`config.mk`:
```
export PLATFORM = sky130hd
export DESIGN_NAME = swd_top
export DESIGN_NICKNAME = d
export VERILOG_FILES = /design/src/swd_pkg.sv /design/src/swd_tmr_if.sv /design/src/swd_top.sv /design/src/swd_timer.sv /design/src/swd_cfg_eval.sv
export SDC_FILE = /design/constraint.sdc
export NUM_CORES = 1
export LEC_CHECK = 0
export BUFFER_PORTS_ARGS = -buffer_cell sky130_fd_sc_hd__buf_2
export CORE_AREA = 2 2 177 179
export DETAILED_ROUTE_END_ITERATION = 10
export DIE_AREA = 0 0 179 181
export GPL_ROUTABILITY_DRIVEN = 0
export HOLD_SLACK_MARGIN = 0.03
export PLACE_DENSITY = 0.6
export REMOVE_ABC_BUFFERS = 1
export SLEW_MARGIN = 20
export SYNTH_ARGS = -nofsm -noshare
export SYNTH_HDL_FRONTEND = slang
export SYNTH_HIERARCHICAL = 1
export SYNTH_SLANG_ARGS = --single-unit
```
`constraint.sdc`:
```
create_clock -name mclk -period 4.1 [get_ports mclk]
set_clock_uncertainty 0.15 [all_clocks]
set_input_delay 0.205 -clock mclk [delete_from_list [all_inputs] [get_ports mclk]]
set_output_delay 0.205 -clock mclk [all_outputs]
set_load 0.005 [all_outputs]
```
`src/swd_pkg.sv`:
```
package swd_pkg;

  // Core clock rate and the derived cycles per microsecond.
  localparam int unsigned CLK_HZ = 50_000_000;
  localparam int unsigned CYC_PER_US = CLK_HZ / 1_000_000;

  // Nominal times, each in its own unit.
  localparam int unsigned TO_LONG_MS = 1600;
  localparam int unsigned TO_SHORT_MS = 200;
  localparam int unsigned SETUP_US = 150;
  localparam int unsigned EVAL_US = 381;
  // Reset hold period, also the fault pulse length; a plain default.
  localparam int unsigned HOLD_MS = 200;

  // Cycle counts derived from the times (all divide exactly at 50 MHz).
  localparam int unsigned TO_LONG_CYC = TO_LONG_MS * 1000 * CYC_PER_US;
  localparam int unsigned TO_SHORT_CYC = TO_SHORT_MS * 1000 * CYC_PER_US;
  localparam int unsigned SETUP_CYC = SETUP_US * CYC_PER_US;
  localparam int unsigned EVAL_CYC = EVAL_US * CYC_PER_US;
  localparam int unsigned HOLD_CYC = HOLD_MS * 1000 * CYC_PER_US;

  // Width of every timer in the block.
  localparam int unsigned TMR_W = 32;

  // Sensed strap codes of the timeout configuration pin.
  localparam logic [1:0] STRAP_UNCONN = 2'h0;
  localparam logic [1:0] STRAP_PULLUP = 2'h1;
  localparam logic [1:0] STRAP_CAP = 2'h2;

  // Bit positions of the pin inputs inside the synchroniser vector.
  localparam int unsigned PIN_SV = 0;
  localparam int unsigned PIN_MANRST = 1;
  localparam int unsigned PIN_KICK = 2;
  localparam int unsigned PIN_EN = 3;
  localparam int unsigned PIN_CFG_LO = 4;
  localparam int unsigned PIN_CFG_HI = 5;
  localparam int unsigned PIN_RAMP = 6;
  localparam int unsigned PIN_W = 7;

  // Reset values.
  localparam logic [TMR_W-1:0] TMR_ZERO = 32'h0000_0000;
  localparam logic [PIN_W-1:0] PIN_RST = 7'h00;

  // Watchdog supervision states.
  typedef enum logic [0:0] {
    SWD_WATCH,
    SWD_FAULT
  } swd_state_t;

endpackage

```
`src/swd_tmr_if.sv`:
```
`timescale 1ns/1ps
interface swd_tmr_if;
  logic clear;
  logic run;
  logic [swd_pkg::TMR_W-1:0] limit;
  logic [swd_pkg::TMR_W-1:0] cnt;
  logic done;

  modport ctl (output clear, output run, output limit, input cnt, input done);
  modport tmr (input clear, input run, input limit, output cnt, output done);
endinterface

```
`src/swd_top.sv`:
```
`timescale 1ns/1ps
module swd_top #(
  parameter int unsigned TO_LONG_CYC = swd_pkg::TO_LONG_CYC,
  parameter int unsigned TO_SHORT_CYC = swd_pkg::TO_SHORT_CYC,
  parameter int unsigned SETUP_CYC = swd_pkg::SETUP_CYC,
  parameter int unsigned EVAL_CYC = swd_pkg::EVAL_CYC,
  parameter int unsigned HOLD_CYC = swd_pkg::HOLD_CYC
) (
  // Clock and reset.
  input wire logic mclk,
  input wire logic rst_b,
  // Supply and manual reset pins.
  input wire logic supply_valid,
  input wire logic manual_reset_n,
  // Watchdog pins.
  input wire logic watchdog_kick_in,
  input wire logic watchdog_enable_pin,
  input wire logic [1:0] timeout_config_pin,
  input wire logic cap_ramp_done,
  output logic cap_charge_en,
  // Open-drain reset output.
  output logic reset_n_o,
  output logic reset_n_oe,
  // Open-drain watchdog fault output.
  output logic watchdog_fault_n_o,
  output logic watchdog_fault_n_oe
);

  // Turns a cycle count into the saturation limit of a timer.
  function automatic logic [swd_pkg::TMR_W-1:0] cyc_lim(input int unsigned n);
    cyc_lim = swd_pkg::TMR_W'(n - 1);
  endfunction

  ////////////////////////////////////////////////////////////////////////////
  // Pin synchronisers.
  wire [swd_pkg::PIN_W-1:0] pin_raw = {cap_ramp_done, timeout_config_pin,
                                       watchdog_enable_pin, watchdog_kick_in,
                                       manual_reset_n, supply_valid};
  logic [swd_pkg::PIN_W-1:0] sync1_q;
  logic [swd_pkg::PIN_W-1:0] sync2_q;
  logic kick_prev_q;
  logic sv_prev_q;

  // Two stages on every pin; only the second stage feeds logic.
  always_ff @(posedge mclk or negedge rst_b)
  begin
    if (!rst_b)
    begin
      sync1_q <= swd_pkg::PIN_RST;
      sync2_q <= swd_pkg::PIN_RST;
      kick_prev_q <= 1'b0;
      sv_prev_q <= 1'b0;
    end
    else
    begin
      sync1_q <= pin_raw;
      sync2_q <= sync1_q;
      kick_prev_q <= sync2_q[swd_pkg::PIN_KICK];
      sv_prev_q <= sync2_q[swd_pkg::PIN_SV];
    end
  end

  wire sv_s = sync2_q[swd_pkg::PIN_SV];
  wire man_rst_s = sync2_q[swd_pkg::PIN_MANRST];
  wire kick_s = sync2_q[swd_pkg::PIN_KICK];
  wire en_s = sync2_q[swd_pkg::PIN_EN];
  wire ramp_s = sync2_q[swd_pkg::PIN_RAMP];
  wire [1:0] strap_s = sync2_q[swd_pkg::PIN_CFG_HI:swd_pkg::PIN_CFG_LO];

  ////////////////////////////////////////////////////////////////////////////
  // Reset generation and strap evaluation.
  swd_tmr_if hold_if ();
  swd_tmr_if setup_if ();
  swd_tmr_if to_if ();
  swd_tmr_if flt_if ();
  logic cfg_valid;
  logic [1:0] cfg_mode;

  wire rst_req = !sv_s || !man_rst_s;
  wire reset_assert_d = rst_req || !hold_if.done;
  assign hold_if.clear = rst_req;
  assign hold_if.run = 1'b1;
  assign hold_if.limit = cyc_lim(HOLD_CYC);

  swd_timer u_hold (
    .mclk (mclk),
    .rst_b (rst_b),
    .t (hold_if)
  );

  // Evaluation restarts on every rising supply-valid edge.
  swd_cfg_eval u_cfg (
    .mclk (mclk),
    .rst_b (rst_b),
    .supply_ok (sv_s),
    .start (sv_s && !sv_prev_q),
    .strap (strap_s),
    .eval_lim (cyc_lim(EVAL_CYC)),
    .valid_q (cfg_valid),
    .mode_q (cfg_mode)
  );

  ////////////////////////////////////////////////////////////////////////////
  // Watchdog qualification, built from next-cycle reset so that the fault
  // output releases on the very edge that reset asserts.
  swd_pkg::swd_state_t state_q;
  swd_pkg::swd_state_t state_d;

  wire wd_active = !reset_assert_d && en_s && cfg_valid;
  wire is_cap = (cfg_mode == swd_pkg::STRAP_CAP);
  wire is_pullup = (cfg_mode == swd_pkg::STRAP_PULLUP);
  wire kick_fall = kick_prev_q && !kick_s;
  wire accepted = wd_active && setup_if.done && kick_fall;
  wire in_watch = (state_q == swd_pkg::SWD_WATCH);

  // Enable setup window; cleared whenever the watchdog is inactive.
  assign setup_if.clear = !wd_active;
  assign setup_if.run = 1'b1;
  assign setup_if.limit = cyc_lim(SETUP_CYC);

  swd_timer u_setup (
    .mclk (mclk),
    .rst_b (rst_b),
    .t (setup_if)
  );

  // Fixed timeouts count exactly the typical figure, well inside the tolerance.
  assign to_if.clear = !wd_active || !in_watch || accepted;
  assign to_if.run = 1'b1;
  assign to_if.limit = is_pullup ? cyc_lim(TO_SHORT_CYC) : cyc_lim(TO_LONG_CYC);

  swd_timer u_to (
    .mclk (mclk),
    .rst_b (rst_b),
    .t (to_if)
  );

  // The fault pulse lasts the reset hold period.
  assign flt_if.clear = !wd_active || in_watch;
  assign flt_if.run = 1'b1;
  assign flt_if.limit = cyc_lim(HOLD_CYC);

  swd_timer u_flt (
    .mclk (mclk),
    .rst_b (rst_b),
    .t (flt_if)
  );

  // With a capacitor the external ramp comparator marks the timeout instead.
  wire expired = is_cap ? (ramp_s && cap_charge_en) : to_if.done;

  ////////////////////////////////////////////////////////////////////////////
  // Supervision state machine.
  always_comb
  begin
    state_d = state_q;
    case (state_q)
      swd_pkg::SWD_WATCH:
      begin
        if (wd_active && !accepted && expired)
        begin
          state_d = swd_pkg::SWD_FAULT;
        end
      end
      swd_pkg::SWD_FAULT:
      begin
        if (!wd_active || flt_if.done)
        begin
          state_d = swd_pkg::SWD_WATCH;
        end
      end
      default:
      begin
        state_d = swd_pkg::SWD_WATCH;
      end
    endcase
  end

  // The capacitor is discharged on every restart so each period starts at 0 V.
  wire charge_d = wd_active && is_cap && (state_d == swd_pkg::SWD_WATCH) && !accepted;
  wire fault_oe_d = wd_active && (state_d == swd_pkg::SWD_FAULT);

  // Output and state registers; reset comes up asserted.
  always_ff @(posedge mclk or negedge rst_b)
  begin
    if (!rst_b)
    begin
      state_q <= swd_pkg::SWD_WATCH;
      reset_n_oe <= 1'b1;
      watchdog_fault_n_oe <= 1'b0;
      cap_charge_en <= 1'b0;
    end
    else
    begin
      state_q <= state_d;
      reset_n_oe <= reset_assert_d;
      watchdog_fault_n_oe <= fault_oe_d;
      cap_charge_en <= charge_d;
    end
  end

  // Both pins only ever pull low.
  always_ff @(posedge mclk or negedge rst_b)
  begin
    if (!rst_b)
    begin
      reset_n_o <= 1'b0;
      watchdog_fault_n_o <= 1'b0;
    end
    else
    begin
      reset_n_o <= 1'b0;
      watchdog_fault_n_o <= 1'b0;
    end
  end

  ////////////////////////////////////////////////////////////////////////////
  // Helper counters for the pulse-length checks.
  logic [swd_pkg::TMR_W-1:0] flt_len_q;
  logic [swd_pkg::TMR_W-1:0] free_len_q;
  logic wd_active_q;

  always_ff @(posedge mclk or negedge rst_b)
  begin
    if (!rst_b)
    begin
      flt_len_q <= swd_pkg::TMR_ZERO;
      free_len_q <= swd_pkg::TMR_ZERO;
      wd_active_q <= 1'b0;
    end
    else
    begin
      flt_len_q <= watchdog_fault_n_oe ? flt_len_q + 32'h0000_0001 : swd_pkg::TMR_ZERO;
      free_len_q <= rst_req ? swd_pkg::TMR_ZERO : free_len_q + 32'h0000_0001;
      wd_active_q <= wd_active;
    end
  end

  ////////////////////////////////////////////////////////////////////////////
  // Assertions.
  AST_FAULT_LEN: assert property (@(posedge mclk) disable iff (!rst_b)
    $fell(watchdog_fault_n_oe) && wd_active_q |-> flt_len_q == HOLD_CYC)
    else $error("Fault pulse length differs from the hold period.");

  AST_FAULT_OFF_IN_RESET: assert property (@(posedge mclk) disable iff (!rst_b)
    reset_n_oe |-> !watchdog_fault_n_oe)
    else $error("Fault output driven while reset is asserted.");

  AST_DISABLED_QUIET: assert property (@(posedge mclk) disable iff (!rst_b)
    !en_s |=> !watchdog_fault_n_oe)
    else $error("Fault output driven while the watchdog is disabled.");

  AST_SETUP_IGNORE: assert property (@(posedge mclk) disable iff (!rst_b)
    $rose(wd_active) |-> !setup_if.done [*8])
    else $error("Kick accepted inside the enable setup window.");

  AST_TIMEOUT_FAULT: assert property (@(posedge mclk) disable iff (!rst_b)
    in_watch && wd_active && !is_cap && to_if.done && !accepted |=> watchdog_fault_n_oe)
    else $error("Timeout did not raise the fault output.");

  AST_SUPPLY_RESET: assert property (@(posedge mclk) disable iff (!rst_b)
    !sv_s |=> reset_n_oe && !watchdog_fault_n_oe)
    else $error("Low supply did not hold reset with the fault output released.");

  AST_FALL_ONLY: assert property (@(posedge mclk) disable iff (!rst_b)
    accepted |-> $past(kick_s) && !kick_s)
    else $error("Kick accepted without a falling edge.");

  AST_CFG_EVAL: assert property (@(posedge mclk) disable iff (!rst_b)
    $rose(sv_s) |=> !cfg_valid [*8])
    else $error("Strap result used before evaluation finished.");

  AST_RESET_HOLD: assert property (@(posedge mclk) disable iff (!rst_b)
    $fell(reset_n_oe) |-> free_len_q == HOLD_CYC)
    else $error("Reset released before the hold period.");

  AST_KICK_RESTART: assert property (@(posedge mclk) disable iff (!rst_b)
    accepted |=> to_if.cnt == swd_pkg::TMR_ZERO)
    else $error("Accepted kick did not restart the timeout.");

  AST_CLEAR_IDLE: assert property (@(posedge mclk) disable iff (!rst_b)
    !wd_active |=> to_if.cnt == swd_pkg::TMR_ZERO && flt_if.cnt == swd_pkg::TMR_ZERO)
    else $error("Timers not cleared while the watchdog is inactive.");

endmodule // swd_top

```
`src/swd_timer.sv`:
```
`timescale 1ns/1ps
module swd_timer (
  // Clock and reset.
  input wire logic mclk,
  input wire logic rst_b,
  // Control and count.
  swd_tmr_if.tmr t
);

  logic [swd_pkg::TMR_W-1:0] cnt_q;
  logic [swd_pkg::TMR_W-1:0] cnt_d;
  wire at_limit = (cnt_q == t.limit);

  ////////////////////////////////////////////////////////////////////////////
  // The count saturates at the limit so a late restart never wraps to zero.
  assign cnt_d = t.clear ? swd_pkg::TMR_ZERO :
                 (t.run && !at_limit) ? cnt_q + 32'h0000_0001 : cnt_q;
  assign t.cnt = cnt_q;
  assign t.done = at_limit && !t.clear;

  // Count register.
  always_ff @(posedge mclk or negedge rst_b)
  begin
    if (!rst_b)
    begin
      cnt_q <= swd_pkg::TMR_ZERO;
    end
    else
    begin
      cnt_q <= cnt_d;
    end
  end

endmodule // swd_timer

```
`src/swd_cfg_eval.sv`:
```
`timescale 1ns/1ps
module swd_cfg_eval (
  // Clock and reset.
  input wire logic mclk,
  input wire logic rst_b,
  // Supply qualification.
  input wire logic supply_ok,
  input wire logic start,
  // Sensed strap and evaluation length.
  input wire logic [1:0] strap,
  input wire logic [swd_pkg::TMR_W-1:0] eval_lim,
  // Result.
  output logic valid_q,
  output logic [1:0] mode_q
);

  logic [swd_pkg::TMR_W-1:0] cnt_q;
  logic busy_q;
  wire finish = busy_q && (cnt_q == eval_lim);

  ////////////////////////////////////////////////////////////////////////////
  // A fresh valid supply restarts the evaluation and withdraws the old result,
  // so a strap changed during a brown-out is always picked up.
  always_ff @(posedge mclk or negedge rst_b)
  begin
    if (!rst_b)
    begin
      busy_q <= 1'b0;
      valid_q <= 1'b0;
      cnt_q <= swd_pkg::TMR_ZERO;
      mode_q <= swd_pkg::STRAP_UNCONN;
    end
    else if (!supply_ok || start)
    begin
      busy_q <= supply_ok;
      valid_q <= 1'b0;
      cnt_q <= swd_pkg::TMR_ZERO;
    end
    else if (finish)
    begin
      busy_q <= 1'b0;
      valid_q <= 1'b1;
      mode_q <= strap;
    end
    else if (busy_q)
    begin
      cnt_q <= cnt_q + 32'h0000_0001;
    end
  end

endmodule // swd_cfg_eval

```
==> flow_metrics.py <==
metrics = {
    "status": {
        "run_status": "finished, final reports clean",
    },
    "worst_setup_path": {
        "worstSetupEndpointType": "register",
        "data_required_critical_path_ns": 4.28,
        "critical_path_arrival_ns": 4.05,
        "crit_path_max_fanout": 13,
        "setup.worst_path.start_class": "register",
        "worstSetupPathType": "register to register",
    },
    "pwr": {
        "p_comb_share_pct": 5.7,
        "switching_part_of_the_total_pct": 26.0,
        "power.ir.vdd_worst_uv": 301,
        "total_switching_power_uw": 947,
        "power_share_of_the_clock_group_pct": 44.0,
        "power.density_cell_area_nw_per_um2": 238,
        "p_int_uw": 2690,
        "power_frac_seq_pct": 50.3,
        "power_leakage_uw": 0.00667,
        "total_power_uw": 3640,
    },
    "final_layout": {
        "fillers": 2905,
        "nets": 1722,
        "drive_gt1_share_pct": 9.59,
        "area.growth.synth_to_final_pct": 12.5,
        "finalNonFillerCells": 2117,
        "antenna_cells_inserted": 0,
    },
    "sta": {
        "achievable-frequency_ghz": 0.258,
        "fin_crit_sh_pct": 94.5,
        "worst_tran_pin_value_ns": 1.11,
        "worst_hold_margin_ns": 0.206,
        "setup-violations-final": 0,
        "max-slew-margin-rel_pct": 26.2,
        "slew_viol_final": 0,
        "period_needed_ns": 3.87,
        "hold_viol": 0,
        "final.setup.worst_slack_ns": 0.226,
    },
    "clock_network": {
        "cts_setup_buffers": 0,
        "clk_pin_slew_worst_paths_ns": 0.08,
        "clock_tree.buffer_depth": 2,
        "tritoncts": "done",
        "tritoncts_num_sinks": 184,
        "tritoncts.num_buffers": 17,
        "root_buffer": "sky130_fd_sc_hd__clkbuf_16",
        "insertion_delay_ns": 0.44,
        "cts-htree-levels": 4,
    },
    "logic_synthesis": {
        "synth_edf_count": 0,
        "postSynthRegisterBits": 184,
        "cell_type_with_the_largest_total_area_after_synthesis": "sky130_fd_sc_hd__dfrtp_1",
        "post_synth_instance_area_um2": 13600,
        "synthesis.yosys.warnings": 6,
        "synth.top_cells.by_area": "sky130_fd_sc_hd__dfrtp_1, sky130_fd_sc_hd__xor2_1, sky130_fd_sc_hd__nand4_1, sky130_fd_sc_hd__nand3_1, sky130_fd_sc_hd__o211ai_1",
        "synth.lib_cells_used.distinct": 62,
        "top_post_synthesis_cells_by_count": "sky130_fd_sc_hd__dfrtp_1, sky130_fd_sc_hd__nand4_1, sky130_fd_sc_hd__xor2_1, sky130_fd_sc_hd__nand3_1, sky130_fd_sc_hd__nor2_1",
        "synthMostInstantiatedCell": "sky130_fd_sc_hd__dfrtp_1",
        "postSynth.asyncResetShare_pct": 100,
        "yosysSeqAreaShare_pct": 33.8,
        "postSynthCellCount": 1590,
        "synthFlopType": "sky130_fd_sc_hd__dfrtp_1",
        "synthesis.area_per_instance_um2": 8.56,
        "synth_top_area_share_pct": 33.6,
    },
    "route": {
        "final_antenna_net_count": 0,
        "detailed_route_via_count": 12600,
        "detail_route.drc_violations": 0,
        "route.final.wire_length_mm": 37.6,
        "detailedRoute.firstIterationViolations": 865,
        "first_drt_pass_iteration_count": 6,
        "post_drt_via_cell_ratio": 5.97,
        "avgRoutedWirePerCell_um": 17.8,
    },
    "job": {
        "max_cap_viol_count": 0,
    },
    "global_route": {
        "grt_max_degree": 97,
        "grt_pass1_vias": 12000,
        "globalRouteOverflowTotal": 0,
        "grt_antenna_before_repair": 0,
        "global_route_usage_sum_pct": 24.0,
        "grt_first_pass_wirelength_mm": 63.5,
    },
    "floorplan": {
        "start_util_pct": 44.9,
        "fp.dieW_um": 179,
        "die-area_um2": 32400,
        "core_area_um2": 30300,
        "dieHeight_um": 181,
        "rows": 64,
        "io_pins": 14,
    },
    "placement": {
        "hpwl_after_dpl_mm": 24.8,
        "dp_worst_setup_slack_ns": 0.106,
        "count_of_input_and_output_buffers": 11,
        "numPlacedInstances": 2077,
    },
    "worst_hold_path": {
        "min-delay-path-class": "register to register",
    },
}
worst max-delay path, cell delays in order, from the launching register on:
cell                       delay [ns]
sky130_fd_sc_hd__dfrtp_1         0.43
sky130_fd_sc_hd__xor2_1          0.20
sky130_fd_sc_hd__nor4_2          0.41
sky130_fd_sc_hd__nand3b_1        0.24
sky130_fd_sc_hd__nor3_4          0.19
sky130_fd_sc_hd__and3_4          0.23
sky130_fd_sc_hd__nand3_4         0.09
sky130_fd_sc_hd__nor3_2          0.21
sky130_fd_sc_hd__nand4_1         0.18
sky130_fd_sc_hd__nor3_4          0.16
sky130_fd_sc_hd__and3b_1         0.23
sky130_fd_sc_hd__or3_4           0.16
sky130_fd_sc_hd__buf_4           0.18
sky130_fd_sc_hd__inv_1           0.07
sky130_fd_sc_hd__buf_4           0.18
sky130_fd_sc_hd__and3_1          0.17
sky130_fd_sc_hd__a211o_1         0.27
stage by stage:
stage                     util, %  cell area (um2)  setup TNS, ns
final                        50.5            15300              0
after global routing         50.5            15300         -0.231
after CTS                    50.3            15300              0
after detailed placement     48.2            14600              0
after global placement       48.2            14600              0
after floorplan                 -            13600        -136.90
layer usage:
metal | share of wire, % | GRT usage, %
met1 | 47 | 34.8
met2 | 46 | 37.1
met3 | 5.5 | 3.98
met4 | 1.1 | 5.69
met5 | 0 | 0
power by group through the flow:
stage	combinational [uW]	sequential, uW	clock (uW)
6_report	206	1830	1600
5_1_grt	239	1830	1730
4_1_cts	203	1830	1660
3_5_place_dp	196	1870	0
3_3_place_gp	194	1870	0
2_1_floorplan	116	1870	0
state kept, by name, summed over array words and instances (netlist names):
register             cells
cap_charge_en            1
kick_prev_q              1
reset_n_oe               1
state_q                  1
sv_prev_q                1
sync1_q                  7
sync2_q                  7
u_cfg/busy_q             1
u_cfg/cnt_q             32
u_cfg/mode_q             2
u_cfg/valid_q            1
u_flt/t.cnt             32
u_hold/t.cnt            32
u_setup/t.cnt           32
u_to/t.cnt              32
watchdog_fault_n_oe      1
path summary, 6_finish.rpt:
| path | endpoint | cells after the start | slack [ns] | startpoint |
|---|---|---|---|---|
| min reg2reg | sync2_q[2]$_DFF_PN0_ | 0 | 0.21 | sync1_q[2]$_DFF_PN0_ |
| min | sync2_q[2]$_DFF_PN0_ | 0 | 0.21 | sync1_q[2]$_DFF_PN0_ |
| max reg2reg | u_to/t.cnt[2]$_DFFE_PN0P_ | 16 | 0.23 | u_hold/t.cnt[29]$_DFFE_PN0P_ |
| min in group asynchronous | u_to/t.cnt[9]$_DFFE_PN0P_ | 2 | 0.26 | rst_b |
| max | u_to/t.cnt[2]$_DFFE_PN0P_ | 16 | 0.23 | u_hold/t.cnt[29]$_DFFE_PN0P_ |
| max in group asynchronous | u_hold/t.cnt[4]$_DFFE_PN0P_ | 3 | 2.51 | rst_b |
timing repair:
| action | 4_1_cts | 5_1_grt |
|---|---|---|
| setup endpoints to repair | 0 | 34 |
| endpoints found under the hold margin | 95 | 0 |
| resized for setup | 0 | 9 |
| hold buffers | 8 | 0 |
cell usage in the layout, fill, tap and decap left out, types with 45 or more instances in the layout:
cell type,n
sky130_fd_sc_hd__nand4_1,155
sky130_fd_sc_hd__o21ai_0,62
sky130_fd_sc_hd__conb_1,173
sky130_fd_sc_hd__nand2_1,79
sky130_fd_sc_hd__inv_1,45
sky130_fd_sc_hd__nor2_1,91
sky130_fd_sc_hd__xor2_1,143
sky130_fd_sc_hd__dfrtp_1,181
sky130_fd_sc_hd__nand3_1,107
sky130_fd_sc_hd__buf_4,52
sky130_fd_sc_hd__or3_1,59
sky130_fd_sc_hd__o211ai_1,62
cells by family after synthesis:
| logic type | count (synthesis) | synth area share [%] |
|---|---|---|
| multiplexers | 3 | 0.294 |
| adder cells (fa/ha/maj) | 5 | 0.460 |
| XOR/XNOR | 161 | 10.4 |
| AND/OR/NAND/NOR | 735 | 32.7 |
| buffers and inverters | 191 | 6.01 |
| other | 2 | 0.0552 |
| flip-flops | 184 | 33.8 |
| AO/OA/AOI/OAI | 309 | 16.3 |
final cells by class:
| cell class | instances | area, um2 | area share, % |
|---|---|---|---|
| sequential | 184 | 4610 | 30.1 |
| multi-input combinational | 1386 | 8900 | 58.1 |
| clock buffer | 19 | 443 | 2.89 |
| timing repair buffer | 74 | 594 | 3.88 |
| clock inverter | 13 | 111 | 0.727 |
| inverter | 45 | 169 | 1.10 |
| tap | 396 | 495 | 3.23 |
No activity file was read; power rests on OpenSTA's default activity.
